==> src/shared/pbc_pkg.sv <==
// constants and types shared by the basic control register block
package pbc_pkg;
    // system clock and soft reset timing
    localparam int CLK_PERIOD_NS     = 40;
    localparam int SOFT_RESET_NS     = 25000;
    localparam int SOFT_RESET_CYCLES =
        (SOFT_RESET_NS + CLK_PERIOD_NS - 1) / CLK_PERIOD_NS;
    localparam int TIMER_W           = 10;

    // register map and layout
    localparam logic [4:0]  REG_BPC_ADDR  = 5'h00;
    localparam logic [15:0] CTRL_RESET    = 16'h3000;
    localparam logic [15:0] CTRL_RW_MASK  = 16'h7D80;
    localparam logic [15:0] CTRL_RD_MASK  = 16'hFF80;
    localparam int BIT_SOFT_RESET    = 15;
    localparam int BIT_LOOPBACK      = 14;
    localparam int BIT_SPEED_LOW     = 13;
    localparam int BIT_AUTONEG_EN    = 12;
    localparam int BIT_POWER_DOWN    = 11;
    localparam int BIT_ISOLATE       = 10;
    localparam int BIT_AUTONEG_RST   = 9;
    localparam int BIT_DUPLEX        = 8;
    localparam int BIT_COLL_TEST     = 7;

    // management frame fields
    localparam logic [1:0] OP_READ   = 2'h2;
    localparam logic [1:0] OP_WRITE  = 2'h1;
    localparam logic [4:0] ADDR_LAST = 5'h09;
    localparam logic [4:0] DATA_LAST = 5'h0F;
    localparam logic [4:0] OP_LAST   = 5'h01;
    localparam logic [4:0] TA_LAST   = 5'h01;

    // cycles after reset release before straps are trusted;
    // the synchroniser level is valid only after four edges
    localparam logic [2:0] STRAP_SETTLE = 3'h4;

    // width of the pin synchroniser bank
    localparam int SYNC_W = 10;

    typedef enum logic [2:0] {
        PBC_PRE,
        PBC_START,
        PBC_OP,
        PBC_ADDR,
        PBC_TA,
        PBC_DATA
    } pbc_mgmt_state_t;
endpackage

==> src/pbc_sync.sv <==
// three-flop pin synchroniser bank with two-stage agreement
`timescale 1ns/1ps
module pbc_sync import pbc_pkg::*; #(
    parameter int WIDTH = 1
) (
    // clock and reset
    input  wire logic             clk_sys,
    input  wire logic             rst,
    // pins in, filtered levels out
    input  wire logic [WIDTH-1:0] din,
    output logic      [WIDTH-1:0] dout
);
    typedef struct packed {
        logic [WIDTH-1:0] s1;
        logic [WIDTH-1:0] s2;
        logic [WIDTH-1:0] s3;
        logic [WIDTH-1:0] lvl;
    } pbc_sync_t;

    pbc_sync_t s_q;
    pbc_sync_t s_d;
    logic [WIDTH-1:0] agree;

    always_comb begin
        s_d    = s_q;
        s_d.s1 = din;
        s_d.s2 = s_q.s1;
        s_d.s3 = s_q.s2;
        agree  = ~(s_q.s2 ^ s_q.s3);
        // a change counts only once stages two and three agree
        s_d.lvl = (agree & s_q.s2) | (~agree & s_q.lvl);
    end

    always_ff @(posedge clk_sys) begin
        if (rst) begin
            s_q <= '0;
        end else begin
            s_q <= s_d;
        end
    end

    assign dout = s_q.lvl;
endmodule

==> src/pbc_reset_timer.sv <==
// soft reset interval timer
`timescale 1ns/1ps
module pbc_reset_timer import pbc_pkg::*; (
    // clock and reset
    input  wire logic clk_sys,
    input  wire logic rst,
    // start pulse in, busy level and done pulse out
    input  wire logic start,
    output logic      busy,
    output logic      done
);
    typedef struct packed {
        logic               busy;
        logic               done;
        logic [TIMER_W-1:0] cnt;
    } pbc_timer_t;

    localparam logic [TIMER_W-1:0] LAST =
        TIMER_W'(SOFT_RESET_CYCLES - 1);

    pbc_timer_t s_q;
    pbc_timer_t s_d;

    always_comb begin
        s_d      = s_q;
        s_d.done = 1'b0;
        if (s_q.busy) begin
            if (s_q.cnt == LAST) begin
                s_d.busy = 1'b0;
                s_d.done = 1'b1;
            end else begin
                s_d.cnt = s_q.cnt + 1'b1;
            end
        end else if (start) begin
            s_d.busy = 1'b1;
            s_d.cnt  = '0;
        end
    end

    always_ff @(posedge clk_sys) begin
        if (rst) begin
            s_q <= '0;
        end else begin
            s_q <= s_d;
        end
    end

    assign busy = s_q.busy;
    assign done = s_q.done;
endmodule

==> src/pbc_control.sv <==
// basic control register with its serial management slave
`timescale 1ns/1ps
module pbc_control import pbc_pkg::*; (
    // clock and reset
    input  wire logic       clk_sys,
    input  wire logic       rst,
    // management pins
    input  wire logic       mdc,
    input  wire logic       mdioIn,
    output logic            mdioOut,
    output logic            mdioOe,
    // strap and control pins
    input  wire logic [4:0] phyAddr,
    input  wire logic       autonegStrapPin,
    input  wire logic       powerDownPin,
    input  wire logic       txEnPin,
    // autoneg engine and line side, same clock
    input  wire logic       autonegStarted,
    input  wire logic       anSpeed100,
    input  wire logic       anFullDuplex,
    input  wire logic       lineCollision,
    // strobes and mode outputs
    output logic            softResetActive,
    output logic            softResetStrobe,
    output logic            autonegRestartStrobe,
    output logic            autonegEnable,
    output logic            speed100,
    output logic            fullDuplex,
    output logic            loopbackEnable,
    output logic            powerDownActive,
    output logic            isolateMii,
    // pin enables and collision
    output logic            lineTxOe,
    output logic            ledOe,
    output logic            miiOutOe,
    output logic            txAccept,
    output logic            collisionOut
);
    typedef struct packed {
        pbc_mgmt_state_t st;
        logic [4:0]      cnt;
        logic [15:0]     sh;
        logic            opRead;
        logic            sel;
        logic            hit;
        logic            mdcLast;
        logic            mdioOut;
        logic            mdioOe;
        logic [15:0]     ctrl;
        logic            strapPend;
        logic [2:0]      strapWait;
        logic            rstStrobe;
        logic            ranStrobe;
        logic            autoneg_enable;
        logic            spd;
        logic            fdx;
        logic            loopback_enable;
        logic            pd;
        logic            iso;
        logic            lineOe;
        logic            ledOe;
        logic            miiOe;
        logic            txOk;
        logic            col;
    } pbc_state_t;

    pbc_state_t s_q;
    pbc_state_t s_d;

    logic [SYNC_W-1:0] pinSync;
    logic [4:0]        phyAddrF;
    logic              txEnF;
    logic              pwrF;
    logic              strapF;
    logic              mdioF;
    logic              mdcF;
    logic              timerBusy;
    logic              timerDone;

    pbc_sync #(
        .WIDTH(SYNC_W)
    ) u_sync (
        .clk_sys(clk_sys),
        .rst    (rst),
        .din    ({phyAddr, txEnPin, powerDownPin, autonegStrapPin,
                  mdioIn, mdc}),
        .dout   (pinSync)
    );

    assign {phyAddrF, txEnF, pwrF, strapF, mdioF, mdcF} = pinSync;

    pbc_reset_timer u_timer (
        .clk_sys(clk_sys),
        .rst    (rst),
        .start  (s_q.rstStrobe),
        .busy   (timerBusy),
        .done   (timerDone)
    );

    always_comb begin
        logic        rise;
        logic        wr;
        logic [15:0] wd;
        logic [15:0] rd;
        logic [9:0]  addr;
        rise = mdcF & ~s_q.mdcLast;
        wr   = 1'b0;
        wd   = {s_q.sh[14:0], mdioF};
        addr = {s_q.sh[8:0], mdioF};
        rd   = s_q.ctrl & CTRL_RD_MASK;

        s_d           = s_q;
        s_d.mdcLast   = mdcF;
        s_d.rstStrobe = 1'b0;
        s_d.ranStrobe = 1'b0;

        if (rise) begin
            case (s_q.st)
                PBC_PRE: begin
                    if (!mdioF) begin
                        s_d.st = PBC_START;
                    end
                end
                PBC_START: begin
                    s_d.cnt = '0;
                    s_d.st  = mdioF ? PBC_OP : PBC_PRE;
                end
                PBC_OP: begin
                    s_d.sh  = wd;
                    s_d.cnt = s_q.cnt + 1'b1;
                    if (s_q.cnt == OP_LAST) begin
                        s_d.cnt    = '0;
                        s_d.opRead = (wd[1:0] == OP_READ);
                        if (wd[1:0] == OP_READ || wd[1:0] == OP_WRITE) begin
                            s_d.st = PBC_ADDR;
                        end else begin
                            s_d.st = PBC_PRE;
                        end
                    end
                end
                PBC_ADDR: begin
                    s_d.sh  = wd;
                    s_d.cnt = s_q.cnt + 1'b1;
                    if (s_q.cnt == ADDR_LAST) begin
                        s_d.cnt = '0;
                        s_d.st  = PBC_TA;
                        s_d.sel = (addr[9:5] == phyAddrF);
                        s_d.hit = (addr[4:0] == REG_BPC_ADDR);
                        if (s_q.opRead && addr[9:5] == phyAddrF) begin
                            s_d.mdioOe  = 1'b1;
                            s_d.mdioOut = 1'b0;
                        end
                    end
                end
                PBC_TA: begin
                    s_d.cnt = s_q.cnt + 1'b1;
                    if (s_q.cnt == TA_LAST) begin
                        s_d.cnt = '0;
                        s_d.st  = PBC_DATA;
                        if (s_q.opRead) begin
                            // unmapped registers read as zero
                            s_d.sh      = s_q.hit ? {rd[14:0], 1'b0} : '0;
                            s_d.mdioOut = s_q.hit & rd[15];
                        end
                    end
                end
                PBC_DATA: begin
                    s_d.cnt = s_q.cnt + 1'b1;
                    if (s_q.opRead) begin
                        s_d.mdioOut = s_q.sh[15];
                        s_d.sh      = {s_q.sh[14:0], 1'b0};
                    end else begin
                        s_d.sh = wd;
                    end
                    if (s_q.cnt == DATA_LAST) begin
                        s_d.st      = PBC_PRE;
                        s_d.mdioOe  = 1'b0;
                        s_d.mdioOut = 1'b0;
                        wr = ~s_q.opRead & s_q.sel & s_q.hit;
                    end
                end
                default: begin
                    s_d.st = PBC_PRE;
                end
            endcase
        end

        if (s_q.strapPend) begin
            if (s_q.strapWait == STRAP_SETTLE) begin
                s_d.strapPend            = 1'b0;
                s_d.ctrl[BIT_AUTONEG_EN] = strapF;
            end else begin
                s_d.strapWait = s_q.strapWait + 1'b1;
            end
        end

        if (autonegStarted && s_q.ctrl[BIT_AUTONEG_RST]) begin
            s_d.ctrl[BIT_AUTONEG_RST] = 1'b0;
        end

        // writes are ignored while a soft reset runs
        if (wr && !s_q.ctrl[BIT_SOFT_RESET]) begin
            s_d.ctrl = (s_d.ctrl & ~CTRL_RW_MASK) | (wd & CTRL_RW_MASK);
            if (wd[BIT_SOFT_RESET]) begin
                s_d.ctrl[BIT_SOFT_RESET] = 1'b1;
                s_d.rstStrobe            = 1'b1;
            end
            if (wd[BIT_AUTONEG_RST] && wd[BIT_AUTONEG_EN]) begin
                s_d.ctrl[BIT_AUTONEG_RST] = 1'b1;
                s_d.ranStrobe             = 1'b1;
            end
        end

        if (timerDone) begin
            s_d.ctrl                 = CTRL_RESET;
            s_d.ctrl[BIT_AUTONEG_EN] = strapF;
        end

        s_d.autoneg_enable = s_d.ctrl[BIT_AUTONEG_EN];
        s_d.spd  = s_d.autoneg_enable ? anSpeed100 : s_d.ctrl[BIT_SPEED_LOW];
        s_d.fdx  = s_d.autoneg_enable ? anFullDuplex : s_d.ctrl[BIT_DUPLEX];
        s_d.loopback_enable = s_d.ctrl[BIT_LOOPBACK];
        s_d.pd   = s_d.ctrl[BIT_POWER_DOWN] | pwrF;
        s_d.iso  = s_d.ctrl[BIT_ISOLATE] | s_d.pd;
        s_d.lineOe = ~(s_d.pd | s_d.loopback_enable);
        s_d.ledOe  = ~s_d.pd;
        s_d.miiOe  = ~s_d.iso;
        s_d.txOk   = ~s_d.iso;
        if (s_d.iso) begin
            s_d.col = 1'b0;
        end else if (s_d.ctrl[BIT_COLL_TEST]) begin
            s_d.col = txEnF;
        end else begin
            s_d.col = lineCollision;
        end
    end

    always_ff @(posedge clk_sys) begin
        if (rst) begin
            s_q           <= '0;
            s_q.ctrl      <= CTRL_RESET;
            s_q.strapPend <= 1'b1;
            s_q.autoneg_enable      <= 1'b1;
            s_q.lineOe    <= 1'b1;
            s_q.ledOe     <= 1'b1;
            s_q.miiOe     <= 1'b1;
            s_q.txOk      <= 1'b1;
        end else begin
            s_q <= s_d;
        end
    end

    assign softResetStrobe      = s_q.rstStrobe;
    assign autonegRestartStrobe = s_q.ranStrobe;
    assign softResetActive      = s_q.ctrl[BIT_SOFT_RESET];
    assign mdioOut              = s_q.mdioOut;
    assign mdioOe               = s_q.mdioOe;
    assign autonegEnable        = s_q.autoneg_enable;
    assign speed100             = s_q.spd;
    assign fullDuplex           = s_q.fdx;
    assign loopbackEnable       = s_q.loopback_enable;
    assign powerDownActive      = s_q.pd;
    assign isolateMii           = s_q.iso;
    assign lineTxOe             = s_q.lineOe;
    assign ledOe                = s_q.ledOe;
    assign miiOutOe             = s_q.miiOe;
    assign txAccept             = s_q.txOk;
    assign collisionOut         = s_q.col;
endmodule

==> config.mk <==
export PLATFORM = sky130hd
export DESIGN_NAME = pbc_control
export DESIGN_NICKNAME = d
export VERILOG_FILES = /design/src/shared/pbc_pkg.sv /design/src/pbc_sync.sv /design/src/pbc_reset_timer.sv /design/src/pbc_control.sv
export SDC_FILE = /design/constraint.sdc
export NUM_CORES = 1
export LEC_CHECK = 0
export ABC_CLOCK_PERIOD_IN_PS = 4830
export BUFFER_PORTS_ARGS = -buffer_cell sky130_fd_sc_hd__buf_2
export CAP_MARGIN = 20
export CORE_ASPECT_RATIO = 1.75
export CORE_MARGIN = 1
export CORE_UTILIZATION = 64
export CTS_CLUSTER_DIAMETER = 60
export DETAILED_ROUTE_END_ITERATION = 16
export PLACE_DENSITY = 0.84
export SYNTH_ARGS = -nofsm -noshare
export SYNTH_HDL_FRONTEND = slang
export SYNTH_SLANG_ARGS = --single-unit
==> constraint.sdc <==
create_clock -name clk_sys -period 4.83 [get_ports clk_sys]
set_input_delay 0.966 -clock clk_sys [delete_from_list [all_inputs] [get_ports clk_sys]]
set_output_delay 0.966 -clock clk_sys [all_outputs]
set_load 0.005 [all_outputs]
==> reports/results.txt <==
global-route wire length before repair: 15,400 um
CP delay by family, top: simple AND/OR/NAND/NOR gates
HPWL after DPL: 6430 um
CTS-repair resized insts: 0
fmax: 418 MHz
CTS root buf: clkbuf_16
core outline area: 0.00659 sq mm
Worst Tran Pin Value: 885 ps
Worst EP required: 5070 ps
Synth Instances: 467
final slew viol count: 0
worst clock skew: 8.52 ps
footprint of the multi-input gates: 0.00213 sq mm
clk buf depth: 2
sequential area share after synthesis: 47.6%
Post-Syn Nets: 492
buffer and inverter count on the worst path: 0
Worst Path Max Fanout: 9
outcome: complete, no violations
Clock transition at path regs: 70 ps
vias in the first global route: 3,354
ratio of cells with drive above 1 in the final layout: 13.9%
count of state elements after synthesis: 105
number of DRC markers in iteration 0: 343
critical-path cell list: ha_1, and3_1, ha_1, and4b_1, nand3_1, a21o_1, mux2_1
ys async rst share: 0%
Power per Cell Area: 359 mW/mm^2
leakage: 1.83 nW
gr usage total: 27.5%
Synth cell types: 68
final setup violation count: 0
final hold slack: 435 ps
CTS tree: yes
# hold bufs at CTS: 0
grt total ovfl: 0
largest net degree at the start of global routing: 65
Die Ht: 112 um
yosys warns: 0
final hold violation count: 0
RSZ-0062 raised after global routing: false
Max Cap Viol: 0
port bufs: 31
Critical Path AT: 2630 ps
CP endpoint kind: register
# IOs: 32
DR pass1 iterations: 4
Die X: 64.8 um
row cnt: 39
Setup TNS Final: 0 ps
grt peak-use layer: met2
GRT met2 Usage: 49.7%
Worst VDD drop: 0.354 mV
antenna cells: 0
critical path's largest stage delay: 410 ps
CP Class: register to register
Area growth syn-to-layout: 10.8%
initial antenna violation count: 0
grt met1 use: 29.0%
top_reg_cell synth: dfxtp_1
clk sinks: 105
clock latency on the worst-skew pair: 350 ps
Post-Syn Area: 0.00442 sq mm
Post-synth EDFFs: 0
Tmin final: 2390 ps
vias: 3,510
post-CTS setup buffer count: 0
CTS buffer count: 9
DIE AREA: 0.00725 sq mm
htree depth: 3
routability cong.: 0.890
mean area per synthesized cell: 9.46 sq um
register area: 0.00210 sq mm
critical path startpoint category: register
Residual DRC: 0
GR Util met3: 5.74%
antenna viol nets, final: 0
Net count, final: 510
fin crit share: 49.5%
most used cell, CP: ha_1
Avg WL per Cell: 16.0 um
Detailed Route WL: 9150 um
Via density: 6.14
Initial Util: 67.0%
worst min path class: register to register
max_slew headroom: 40.9%
slowest stage cell on the critical path: and4b_1
fill count: 493
==> routing by layer <==
layer	share of wire [%]	up-vias
li1	-	1718
met1	37	1648
met2	54	115
met3	4.3	29
met4	3.9	0
met5	0	-
==> cell families after synthesis <==
| group | Yosys count | share of synthesized area [%] |
|---|---|---|
| muxes | 8 | 1.87 |
| adders and majority gates | 9 | 2.55 |
| xor gates and xnor gates | 7 | 1.39 |
| and+or+nand+nor | 170 | 22.9 |
| buffers and inverters | 44 | 4.22 |
| AOI/OAI and AO/OA | 124 | 19.5 |
| DFF | 105 | 47.6 |
==> area by class of cell <==
class / count / area share, %
clock inverter: 7 / 1.97
tap: 82 / 2.10
multi-input combinational: 318 / 43.5
clock buffer: 9 / 4.60
sequential: 105 / 43.0
timing repair buffer: 33 / 3.48
inverter: 18 / 1.38
==> placed cells by master, fill, tap and decap left out, types with 10 or more instances in the layout <==
cell      instances
nand2_1          27
dfxtp_1         105
o21ai_0          15
buf_2            31
nor2b_1          41
nand3_1          11
inv_1            18
nor2_1           19
nand2b_1         10
a21oi_1          41
==> worst register-to-register path, delay by kind of cell (launching register included) <==
family          cells  cell delay (ps)
compound gates      1              300
flops               1              400
mux                 1              320
simple gates        3              810
fa+ha+maj           2              450
==> worst paths after layout <==
kind	start	endpoint	slack (ps)	depth (start not counted)
setup / recovery	s_q[55]$_SDFFE_PP0P_	fullDuplex$_SDFF_PP0_	2440	7
hold / removal	u_sync.s_d[28]$_SDFF_PP0_	u_sync.s_d[18]$_SDFF_PP0_	430	1
hold reg to reg	u_sync.s_d[28]$_SDFF_PP0_	u_sync.s_d[18]$_SDFF_PP0_	430	1
setup reg to reg	s_q[55]$_SDFFE_PP0P_	fullDuplex$_SDFF_PP0_	2440	7
==> cell usage after synthesis (9+ instances only) <==
library cell,count,share of area [%]
inv_1,18,1.5
or3_1,9,1.3
a21oi_1,41,4.6
nor2_1,19,1.6
dfxtp_1,105,48
nand2b_1,10,1.4
ha_1,9,2.5
clkbuf_1,15,1.3
nand3_1,11,1.2
nand2_1,27,2.3
o21ai_0,15,1.7
nor2b_1,41,5.8
==> state kept, by name, indices dropped and copies added, names as in the netlist, 10 cells and up, named ones only <==
register	count
u_sync.s_d	20
s_q	40
u_timer.s_q	10
u_sync.s_q	10
==> power breakdown <==
part	leakage, nW	internal [mW]	switching [mW]
logic	0.820	0.0397	0.0472
clock network	0.155	0.419	0.346
registers	0.853	0.890	0.0136
total	1.83	1.35	0.407
==> per-stage QoR <==
| step | util, % | power, mW | worst slack [ps] | area [sq um] | std cells |
|---|---|---|---|---|---|
| 6_report | 74.3 | 1.76 | 2440 | 4890 | 572 |
| 5_1_grt | 74.3 | 1.81 | 2300 | 4890 | 572 |
| 2_1_floorplan | - | 0.983 | 2710 | 4420 | 467 |
| 3_3_place_gp | 69.4 | 1.00 | 2550 | 4570 | 556 |
| 3_5_place_dp | 69.4 | 1.01 | 2470 | 4570 | 556 |
| 4_1_cts | 74.3 | 1.76 | 2480 | 4890 | 572 |
Power figures use the tool's default switching activity.
